## config.mk

```make
export PLATFORM = sky130hd
export DESIGN_NAME = ifs_irq_sleep_ctrl
export DESIGN_NICKNAME = d
export VERILOG_FILES = /design/src/ifs_pkg.sv /design/src/ifs_irq_sleep_ctrl.sv /design/src/ifs_edge_det.sv /design/src/ifs_sticky_status.sv
export SDC_FILE = /design/constraint.sdc
export NUM_CORES = 1
export LEC_CHECK = 0
export BUFFER_PORTS_ARGS = -buffer_cell sky130_fd_sc_hd__buf_2
export CAP_MARGIN = 20
export CORE_ASPECT_RATIO = 1.75
export CORE_UTILIZATION = 52
export CTS_BUF_LIST = sky130_fd_sc_hd__clkbuf_16
export CTS_CLUSTER_DIAMETER = 200
export CTS_CLUSTER_SIZE = 25
export DETAILED_ROUTE_END_ITERATION = 8
export PLACE_DENSITY = 0.81
export SYNTH_ARGS = -nofsm -noshare
export SYNTH_HDL_FRONTEND = slang
export SYNTH_SLANG_ARGS = --single-unit
```

## constraint.sdc

```tcl
create_clock -name clk -period 3.2 [get_ports clk]
set_clock_uncertainty 0.05 [all_clocks]
set_input_delay 0.96 -clock clk [delete_from_list [all_inputs] [get_ports clk]]
set_output_delay 0.96 -clock clk [all_outputs]
set_load 0.03 [all_outputs]
```

## src/ifs_pkg.sv

```systemverilog
// constants and types shared by the interrupt flag and sleep control block
package ifs_pkg;
	localparam int ADDR_W = 4;
	localparam int DATA_W = 8;
	localparam int EVT_N = 3;
	// register offsets
	localparam logic [3:0] OFF_FLAGS = 4'h0;
	localparam logic [3:0] OFF_PDC2 = 4'h1;
	localparam logic [3:0] OFF_PDC1 = 4'h2;
	localparam logic [3:0] OFF_PINCFG = 4'h3;
	localparam logic [3:0] OFF_INT_STAT = 4'h4;
	localparam logic [3:0] OFF_INT_MASK = 4'h5;
	localparam logic [3:0] OFF_MODE_STAT = 4'h6;
	// interrupt_request_flags fields
	localparam int FLG_DT = 7;
	localparam int FLG_L3 = 3;
	localparam int FLG_L0 = 0;
	localparam logic [7:0] FLG_FIXED_ONES = 8'h30;
	// power_down_control_two fields
	localparam int PDC2_SLEEP_MODE_SELECT = 7;
	localparam int PDC2_DIRECT_TRANSFER_ENABLE = 5;
	localparam int PDC2_MA_HI = 4;
	localparam int PDC2_MA_LO = 2;
	// power_down_control_one field
	localparam int PDC1_STANDBY_SELECT = 7;
	// pin configuration fields
	localparam int PCFG_L0_EN = 0;
	localparam int PCFG_L0_RISE = 1;
	localparam int PCFG_L3_EN = 2;
	localparam int PCFG_L3_RISE = 3;
	// event status bits
	localparam int EVT_DT = 0;
	localparam int EVT_L3 = 1;
	localparam int EVT_L0 = 2;
	// reset values
	localparam logic [7:0] RST_FLAGS = 8'h00;
	localparam logic [7:0] RST_PDC2 = 8'h00;
	localparam logic [7:0] RST_PDC1 = 8'h00;
	localparam logic [3:0] RST_PINCFG = 4'h0;
	localparam logic [2:0] RST_MASK = 3'h0;
	localparam logic [2:0] RST_CLK_SEL = 3'h0;
	// active clock select codes
	localparam logic [2:0] MA_DIV8 = 3'h4;
	localparam logic [2:0] MA_DIV16 = 3'h5;
	localparam logic [4:0] RATIO_1 = 5'h01;
	localparam logic [4:0] RATIO_8 = 5'h08;
	localparam logic [4:0] RATIO_16 = 5'h10;
	typedef enum logic [1:0] {
		MODE_ACTIVE,
		MODE_SLEEP,
		MODE_SUBSLEEP,
		MODE_STANDBY
	} ifs_mode_e;
endpackage : ifs_pkg

```

## src/ifs_irq_sleep_ctrl.sv

```systemverilog
// interrupt request flags and power-down control registers
`timescale 1ns/1ps
//
// Overview of operation
// - direct-transition flag bit 7 sets on sleep with direct transfer enabled; write 0 clears.
// - line 3 flag bit 3 sets on selected edge when pin is interrupt input.
// - line 0 flag bit 0 sets on selected edge when pin is interrupt input.
// - flag register bits 5 and 4 read one; bits 6, 2 and 1 read zero.
// - sleep mode select, direct transfer enable and standby select choose sleep target.
// - active clock select bits 4..2 take effect only after sleep instruction.
// - clock select 0xx undivided, 100 divide by 8, 101 divide by 16.
// - control register two bits 6, 1 and 0 read zero.
module ifs_irq_sleep_ctrl (
	// clock and reset
	input wire logic clk,
	input wire logic reset,
	// register port
	input wire logic [ifs_pkg::ADDR_W-1:0] reg_addr,
	input wire logic [ifs_pkg::DATA_W-1:0] reg_wdata,
	input wire logic reg_wr,
	input wire logic reg_rd,
	output logic [ifs_pkg::DATA_W-1:0] reg_rdata,
	// external interrupt pins
	input wire logic ext_interrupt_line0,
	input wire logic ext_interrupt_line3,
	// processor core
	input wire logic sleep_exec,
	// power state
	output logic [1:0] op_mode,
	output logic [2:0] clk_sel,
	output logic [4:0] clk_div_ratio,
	output logic direct_transition,
	// interrupt
	output logic irq
);
	// software-visible state
	logic flag_dt_ff;
	logic flag_l3_ff;
	logic flag_l0_ff;
	logic sleep_mode_select_ff;
	logic direct_transfer_enable_ff;
	logic [2:0] ma_ff;
	logic standby_select_ff;
	logic [3:0] pincfg_ff;
	logic [ifs_pkg::EVT_N-1:0] mask_ff;

	// operating state
	ifs_pkg::ifs_mode_e mode_ff;
	ifs_pkg::ifs_mode_e nxt_mode;
	logic [2:0] clk_sel_ff;
	logic [4:0] ratio_ff;
	logic direct_ff;
	logic irq_ff;
	logic [ifs_pkg::DATA_W-1:0] rdata_ff;
	logic [ifs_pkg::DATA_W-1:0] nxt_rdata;

	// decoded access strobes
	logic wr_flags;
	logic wr_pdc2;
	logic wr_pdc1;
	logic wr_pincfg;
	logic wr_stat;
	logic wr_mask;

	// events
	logic edge_l0;
	logic edge_l3;
	logic set_l0;
	logic set_l3;
	logic sleep_ok;
	logic set_dt;
	logic [ifs_pkg::EVT_N-1:0] evt_vec;
	logic [ifs_pkg::EVT_N-1:0] clr_vec;
	logic [ifs_pkg::EVT_N-1:0] stat_vec;
	logic irq_comb;

	// assembled register images
	logic [7:0] flags_img;
	logic [7:0] pdc2_img;
	logic [7:0] pdc1_img;
	logic [7:0] mode_img;

	assign wr_flags = reg_wr && (reg_addr == ifs_pkg::OFF_FLAGS);
	assign wr_pdc2 = reg_wr && (reg_addr == ifs_pkg::OFF_PDC2);
	assign wr_pdc1 = reg_wr && (reg_addr == ifs_pkg::OFF_PDC1);
	assign wr_pincfg = reg_wr && (reg_addr == ifs_pkg::OFF_PINCFG);
	assign wr_stat = reg_wr && (reg_addr == ifs_pkg::OFF_INT_STAT);
	assign wr_mask = reg_wr && (reg_addr == ifs_pkg::OFF_INT_MASK);

	// pin edge detection; pins are asynchronous, so both pass two flops first
	ifs_edge_det u_edge_l0 (
		.clk(clk),
		.reset(reset),
		.pin(ext_interrupt_line0),
		.rise_sel(pincfg_ff[ifs_pkg::PCFG_L0_RISE]),
		.edge_pulse(edge_l0)
	);

	ifs_edge_det u_edge_l3 (
		.clk(clk),
		.reset(reset),
		.pin(ext_interrupt_line3),
		.rise_sel(pincfg_ff[ifs_pkg::PCFG_L3_RISE]),
		.edge_pulse(edge_l3)
	);

	// an edge only counts while the pin serves as an interrupt input
	assign set_l0 = edge_l0 && pincfg_ff[ifs_pkg::PCFG_L0_EN];
	assign set_l3 = edge_l3 && pincfg_ff[ifs_pkg::PCFG_L3_EN];

	// a sleep instruction is only meaningful from active mode
	assign sleep_ok = sleep_exec && (mode_ff == ifs_pkg::MODE_ACTIVE);
	assign set_dt = sleep_ok && direct_transfer_enable_ff;

	// request flags: hardware set wins; only a written 0 clears
	always_ff @(posedge clk)
	begin
		if (reset)
			flag_dt_ff <= ifs_pkg::RST_FLAGS[ifs_pkg::FLG_DT];
		else if (set_dt)
			flag_dt_ff <= 1'b1;
		else if (wr_flags && !reg_wdata[ifs_pkg::FLG_DT])
			flag_dt_ff <= 1'b0;
	end

	always_ff @(posedge clk)
	begin
		if (reset)
			flag_l3_ff <= ifs_pkg::RST_FLAGS[ifs_pkg::FLG_L3];
		else if (set_l3)
			flag_l3_ff <= 1'b1;
		else if (wr_flags && !reg_wdata[ifs_pkg::FLG_L3])
			flag_l3_ff <= 1'b0;
	end

	always_ff @(posedge clk)
	begin
		if (reset)
			flag_l0_ff <= ifs_pkg::RST_FLAGS[ifs_pkg::FLG_L0];
		else if (set_l0)
			flag_l0_ff <= 1'b1;
		else if (wr_flags && !reg_wdata[ifs_pkg::FLG_L0])
			flag_l0_ff <= 1'b0;
	end

	// power_down_control_two
	always_ff @(posedge clk)
	begin
		if (reset)
		begin
			sleep_mode_select_ff <= ifs_pkg::RST_PDC2[ifs_pkg::PDC2_SLEEP_MODE_SELECT];
			direct_transfer_enable_ff <= ifs_pkg::RST_PDC2[ifs_pkg::PDC2_DIRECT_TRANSFER_ENABLE];
			ma_ff <= ifs_pkg::RST_PDC2[ifs_pkg::PDC2_MA_HI:ifs_pkg::PDC2_MA_LO];
		end
		else if (wr_pdc2)
		begin
			sleep_mode_select_ff <= reg_wdata[ifs_pkg::PDC2_SLEEP_MODE_SELECT];
			direct_transfer_enable_ff <= reg_wdata[ifs_pkg::PDC2_DIRECT_TRANSFER_ENABLE];
			ma_ff <= reg_wdata[ifs_pkg::PDC2_MA_HI:ifs_pkg::PDC2_MA_LO];
		end
	end

	// power_down_control_one, standby select only
	always_ff @(posedge clk)
	begin
		if (reset)
			standby_select_ff <= ifs_pkg::RST_PDC1[ifs_pkg::PDC1_STANDBY_SELECT];
		else if (wr_pdc1)
			standby_select_ff <= reg_wdata[ifs_pkg::PDC1_STANDBY_SELECT];
	end

	// pin interrupt configuration
	always_ff @(posedge clk)
	begin
		if (reset)
			pincfg_ff <= ifs_pkg::RST_PINCFG;
		else if (wr_pincfg)
			pincfg_ff <= reg_wdata[3:0];
	end

	// interrupt mask
	always_ff @(posedge clk)
	begin
		if (reset)
			mask_ff <= ifs_pkg::RST_MASK;
		else if (wr_mask)
			mask_ff <= reg_wdata[ifs_pkg::EVT_N-1:0];
	end

	// sticky event status, cleared by writing one
	always_comb
	begin
		evt_vec = '0;
		evt_vec[ifs_pkg::EVT_DT] = set_dt;
		evt_vec[ifs_pkg::EVT_L3] = set_l3;
		evt_vec[ifs_pkg::EVT_L0] = set_l0;
		clr_vec = wr_stat ? reg_wdata[ifs_pkg::EVT_N-1:0] : '0;
	end

	ifs_sticky_status u_status (
		.clk(clk),
		.reset(reset),
		.evt(evt_vec),
		.clr(clr_vec),
		.mask(mask_ff),
		.status(stat_vec),
		.irq_any(irq_comb)
	);

	always_ff @(posedge clk)
	begin
		if (reset)
			irq_ff <= 1'b0;
		else
			irq_ff <= irq_comb;
	end

	// target of a sleep instruction; direct transfer keeps the core running
	always_comb
	begin
		nxt_mode = mode_ff;
		case (mode_ff)
			ifs_pkg::MODE_ACTIVE:
			begin
				if (sleep_ok && !direct_transfer_enable_ff)
				begin
					if (standby_select_ff)
						nxt_mode = ifs_pkg::MODE_STANDBY;
					else if (sleep_mode_select_ff)
						nxt_mode = ifs_pkg::MODE_SUBSLEEP;
					else
						nxt_mode = ifs_pkg::MODE_SLEEP;
				end
			end
			ifs_pkg::MODE_SLEEP,
			ifs_pkg::MODE_SUBSLEEP,
			ifs_pkg::MODE_STANDBY:
			begin
				// wake only on a pin request; the direct flag cannot fire here
				if (set_l0 || set_l3)
					nxt_mode = ifs_pkg::MODE_ACTIVE;
			end
			default:
				nxt_mode = ifs_pkg::MODE_ACTIVE;
		endcase
	end

	always_ff @(posedge clk)
	begin
		if (reset)
			mode_ff <= ifs_pkg::MODE_ACTIVE;
		else
			mode_ff <= nxt_mode;
	end

	// one-cycle marker of a direct transition
	always_ff @(posedge clk)
	begin
		if (reset)
			direct_ff <= 1'b0;
		else
			direct_ff <= set_dt;
	end

	// operating clock select: a new field value waits for a sleep instruction,
	// so a write alone never disturbs the running clock
	always_ff @(posedge clk)
	begin
		if (reset)
			clk_sel_ff <= ifs_pkg::RST_CLK_SEL;
		else if (sleep_ok)
			clk_sel_ff <= ma_ff;
	end

	// divide ratio decode; the undefined 11x codes fall back to undivided
	always_ff @(posedge clk)
	begin
		if (reset)
			ratio_ff <= ifs_pkg::RATIO_1;
		else if (sleep_ok)
		begin
			case (ma_ff)
				ifs_pkg::MA_DIV8: ratio_ff <= ifs_pkg::RATIO_8;
				ifs_pkg::MA_DIV16: ratio_ff <= ifs_pkg::RATIO_16;
				default: ratio_ff <= ifs_pkg::RATIO_1;
			endcase
		end
	end

	// register images with fixed reserved bits
	always_comb
	begin
		flags_img = ifs_pkg::FLG_FIXED_ONES;
		flags_img[ifs_pkg::FLG_DT] = flag_dt_ff;
		flags_img[ifs_pkg::FLG_L3] = flag_l3_ff;
		flags_img[ifs_pkg::FLG_L0] = flag_l0_ff;
		pdc2_img = '0;
		pdc2_img[ifs_pkg::PDC2_SLEEP_MODE_SELECT] = sleep_mode_select_ff;
		pdc2_img[ifs_pkg::PDC2_DIRECT_TRANSFER_ENABLE] = direct_transfer_enable_ff;
		pdc2_img[ifs_pkg::PDC2_MA_HI:ifs_pkg::PDC2_MA_LO] = ma_ff;
		pdc1_img = '0;
		pdc1_img[ifs_pkg::PDC1_STANDBY_SELECT] = standby_select_ff;
		mode_img = {1'b0, clk_sel_ff, 2'b00, mode_ff};
	end

	// read mux; unmapped offsets answer zero
	always_comb
	begin
		nxt_rdata = '0;
		if (reg_rd)
		begin
			case (reg_addr)
				ifs_pkg::OFF_FLAGS: nxt_rdata = flags_img;
				ifs_pkg::OFF_PDC2: nxt_rdata = pdc2_img;
				ifs_pkg::OFF_PDC1: nxt_rdata = pdc1_img;
				ifs_pkg::OFF_PINCFG: nxt_rdata = {4'h0, pincfg_ff};
				ifs_pkg::OFF_INT_STAT: nxt_rdata = {5'h00, stat_vec};
				ifs_pkg::OFF_INT_MASK: nxt_rdata = {5'h00, mask_ff};
				ifs_pkg::OFF_MODE_STAT: nxt_rdata = mode_img;
				default: nxt_rdata = '0;
			endcase
		end
	end

	// read data stand one cycle after the strobe and are zero otherwise
	always_ff @(posedge clk)
	begin
		if (reset)
			rdata_ff <= '0;
		else
			rdata_ff <= nxt_rdata;
	end

	assign reg_rdata = rdata_ff;
	assign op_mode = mode_ff;
	assign clk_sel = clk_sel_ff;
	assign clk_div_ratio = ratio_ff;
	assign direct_transition = direct_ff;
	assign irq = irq_ff;
endmodule : ifs_irq_sleep_ctrl

```

## src/ifs_edge_det.sv

```systemverilog
// pin synchroniser with selectable edge detection
`timescale 1ns/1ps
module ifs_edge_det (
	// clock and reset
	input wire logic clk,
	input wire logic reset,
	// pin and selection
	input wire logic pin,
	input wire logic rise_sel,
	// detected edge
	output logic edge_pulse
);
	logic sync1_ff;
	logic sync2_ff;
	logic prev_ff;

	// first stage feeds only the second stage to keep metastability contained
	always_ff @(posedge clk)
	begin
		if (reset)
		begin
			sync1_ff <= 1'b1;
			sync2_ff <= 1'b1;
			prev_ff <= 1'b1;
		end
		else
		begin
			sync1_ff <= pin;
			sync2_ff <= sync1_ff;
			prev_ff <= sync2_ff;
		end
	end

	always_comb
	begin
		if (rise_sel)
			edge_pulse = sync2_ff & ~prev_ff;
		else
			edge_pulse = ~sync2_ff & prev_ff;
	end
endmodule : ifs_edge_det

```

## src/ifs_sticky_status.sv

```systemverilog
// sticky event status bits with write-one-to-clear and mask
`timescale 1ns/1ps
module ifs_sticky_status (
	// clock and reset
	input wire logic clk,
	input wire logic reset,
	// events and software access
	input wire logic [ifs_pkg::EVT_N-1:0] evt,
	input wire logic [ifs_pkg::EVT_N-1:0] clr,
	input wire logic [ifs_pkg::EVT_N-1:0] mask,
	// state
	output logic [ifs_pkg::EVT_N-1:0] status,
	output logic irq_any
);
	genvar i;
	generate
		for (i = 0; i < ifs_pkg::EVT_N; i++)
		begin : g_bit
			logic bit_ff;
			// set wins over a clear in the same cycle
			always_ff @(posedge clk)
			begin
				if (reset)
					bit_ff <= 1'b0;
				else if (evt[i])
					bit_ff <= 1'b1;
				else if (clr[i])
					bit_ff <= 1'b0;
			end
			assign status[i] = bit_ff;
		end
	endgenerate

	assign irq_any = |(status & mask);
endmodule : ifs_sticky_status

```

==> flow_summary.yaml <==
global_route:
  grt_start_max_net_pins: 37
  grt_util_met2_pct: 41.3
  grt_pass1_wl_microns: 6430
  antenna_found_initial: 0
  grt_util_met3_pct: 4.22
  grt_overflow: 0
  top_usage_layer: "met2"
  grt_pass1_vias: 1410
  grt_use_total_pct: 23.7
  grt_use_met1_pct: 26.4
job:
  drv_cap: 0
clock_network:
  hold_buffers: 0
  cts_root_buffer: "clkbuf_16"
  cts_resized: 0
  postCtsSetupBuffers: 0
  clockBufferDepth: 2
  cts_tree: "built"
  htree_levels: 2
  numCtsBuffers: 5
  clk_pin_slew_ns: 0.06
  cts_sinks: 43
  insertion_delay_ns: 0.28
drt:
  remaining_drc_errors: 0
  post_drt_wl_per_cell_microns: 14.3
  drt-initial-drc-count: 52
  dr.pass1.iters: 5
  postRouteAntennaNets: 0
  routed_wl_microns: 3980
  via_per_inst: 5.68
  via_count: 1578
sta:
  worst_hold_slack_ns: 0.361
  min_period_ns: 2.06
  fin_crit_sh_pct: 64.4
  hold_violations: 0
  fin_ws_ns: 1.14
  tightestPinTransition_ns: 0.738
  max_freq_mhz: 485
  slew_headroom_pct: 50.7
  rsz0062_at_grt: "no"
  setup_viol: 0
  slew_viol_final: 0
  totalNegativeSetupSlack_ns: 0
floorplanning:
  coreArea_sq_um: 3400
  die_w_microns: 47.1
  io_pins: 39
  die_height_microns: 80.9
  initial_core_util_pct: 54.4
  die_area_sq_um: 3810
  rows: 28
worst_setup_path:
  path_max_fanout: 36
  r2r_start: "op_mode[1]"
  end_kind: "register"
  path_delay_family: "simple AND/OR/NAND/NOR gates"
  crit_chain: "buf_2 -> or3b_1 -> a31oi_1 -> and3_1"
  critPathBufInv: 1
  required_ns: 3.38
  path_depth: 4
  cp.arrival_ns: 2.24
  crit_start: "reset"
  cp-start-kind: "input pin"
  critPathSlowestCell: "or3b_1"
  crit_type: "input pin to register"
  r2r_cells: 3
  cp_slowest_stage_delay_ns: 0.49
finish:
  num-fill-cells: 337
  postLayoutCoreUtil_pct: 62.9
  final_nets: 251
  antenna_cells: 0
  area_growth_syn_to_layout_pct: 15.6
  layout_common_cells: "dfxtp_1 (43), buf_2 (35), a21oi_1 (28)"
  layout-drive-gt1-share_pct: 21.9
  layout_commonest_cell: "dfxtp_1"
power_and_ir_drop:
  leakagePower_nw: 0.850
  powerDensity_nw_per_um2: 519
  irDropWorstVdd_uv: 444
logic_synthesis:
  synth_seq_cells: 43
  ys_seq_area_share_pct: 46.5
  synth.distinct_cells: 39
  avgSynthCellArea_sq_um: 9.02
  yosysWarnings: 0
  syn_area_sq_um: 1850
  synthCells: 205
place:
  numPortBuffers: 35
  hpwl_microns: 2820
  dp_slack_ns: 0.866
  place_congestion: 0.832
worst_hold_path:
  hold_path.startpoint: "u_edge_l0.sync1_ff"
  min_path_cells: 1
  min_path_type: "register to register"
outcome:
  status: "complete, no violations"
## synthesized netlist by cell type, drive strengths merged
master | n | area share [%]
nand2 | 13 | 2.6
nand3 | 12 | 3.2
a2bb2oi | 1 | 0.47
a21o | 1 | 0.41
a31oi | 3 | 1.0
a31o | 1 | 0.47
nor3 | 2 | 0.54
a41o | 2 | 1.1
nand4 | 1 | 0.34
nor4 | 1 | 0.34
and3b | 6 | 2.8
nor3b | 4 | 1.9
nand4b | 2 | 0.95
buf | 10 | 3.3
mux2i | 3 | 1.6
nand2b | 1 | 0.34
o211ai | 1 | 0.41
o41ai | 6 | 3.2
nor2 | 4 | 0.81
o21a | 2 | 0.81
or3b | 3 | 1.6
nor2b | 3 | 1.0
inv | 6 | 1.2
or2 | 6 | 2.0
nand3b | 8 | 3.2
clkbuf | 6 | 1.2
and3 | 2 | 0.68
or3 | 3 | 1.0
a21oi | 28 | 7.6
a222oi | 1 | 0.54
o21ai | 18 | 4.9
a2111oi | 1 | 1.5
conb | 1 | 0.20
dfxtp | 43 | 47
## final timing paths
check / endpoint / slack, ns
min reg2reg: u_edge_l0.sync2_ff / 0.36
max: reg_rdata[6] / 1.14
max reg2reg: flag_dt_ff / 1.69
min: u_edge_l0.sync2_ff / 0.36
## registers in the layout (all words and copies together), names as in the netlist
name / count
flag_l3_ff: 1
irq: 1
reg_rdata: 8
op_mode: 2
u_status.g_bit.bit_ff: 3
flag_l0_ff: 1
pincfg_ff: 4
standby_select_ff: 1
clk_sel: 3
u_edge_l0.sync2_ff: 1
ma_ff: 3
u_edge_l3.prev_ff: 1
direct_transfer_enable_ff: 1
sleep_mode_select_ff: 1
u_edge_l3.sync2_ff: 1
u_edge_l0.sync1_ff: 1
u_edge_l0.prev_ff: 1
mask_ff: 3
clk_div_ratio: 3
direct_transition: 1
u_edge_l3.sync1_ff: 1
flag_dt_ff: 1
## layout make-up
type / count / area [sq um] / area share, %
well taps: 45 / 56.3 / 2.63
flip-flops and latches: 43 / 861 / 40.3
inverters: 6 / 22.5 / 1.05
repair buffers: 35 / 175 / 8.20
multi-input cells: 141 / 886 / 41.5
clock inverters: 3 / 11.3 / 0.527
clock buffers: 5 / 125 / 5.85
## through the flow
step / std cells / cell area (sq um) / power (mW)
finish: 278 / 2140 / 1.11
CTS: 278 / 2140 / 1.12
global placement: 270 / 2000 / 0.653
detailed placement: 270 / 2000 / 0.654
global route: 278 / 2140 / 1.15
floorplan: 206 / 1850 / 0.630
## layer usage
| layer | vias to the layer above | routed length (microns) | part of all wire, % |
|---|---|---|---|
| met2 | 33 | 2160 | 54 |
| li1 | 793 | - | - |
| met1 | 745 | 1610 | 41 |
| met3 | 7 | 123 | 3.1 |
| met4 | 0 | 80 | 2.0 |
| met5 | - | 0 | 0 |
## report_power, final
part           total, mW  leakage, nW  switching [mW]  internal, mW
combinational     0.0920        0.431          0.0625        0.0295
clock              0.466       0.0701           0.186         0.280
sequential         0.552        0.348         0.00684         0.545
## cells by family after synthesis
group                  after synthesis  synth area share [%]
AO/OA/AOI/OAI                       65                  22.4
flip-flops                          43                  46.5
other                                1                 0.203
buffers and inverters               22                  5.75
multiplexers                         3                  1.62
AND/OR/NAND/NOR                     71                  23.5
(Power assumes the default switching activity.)
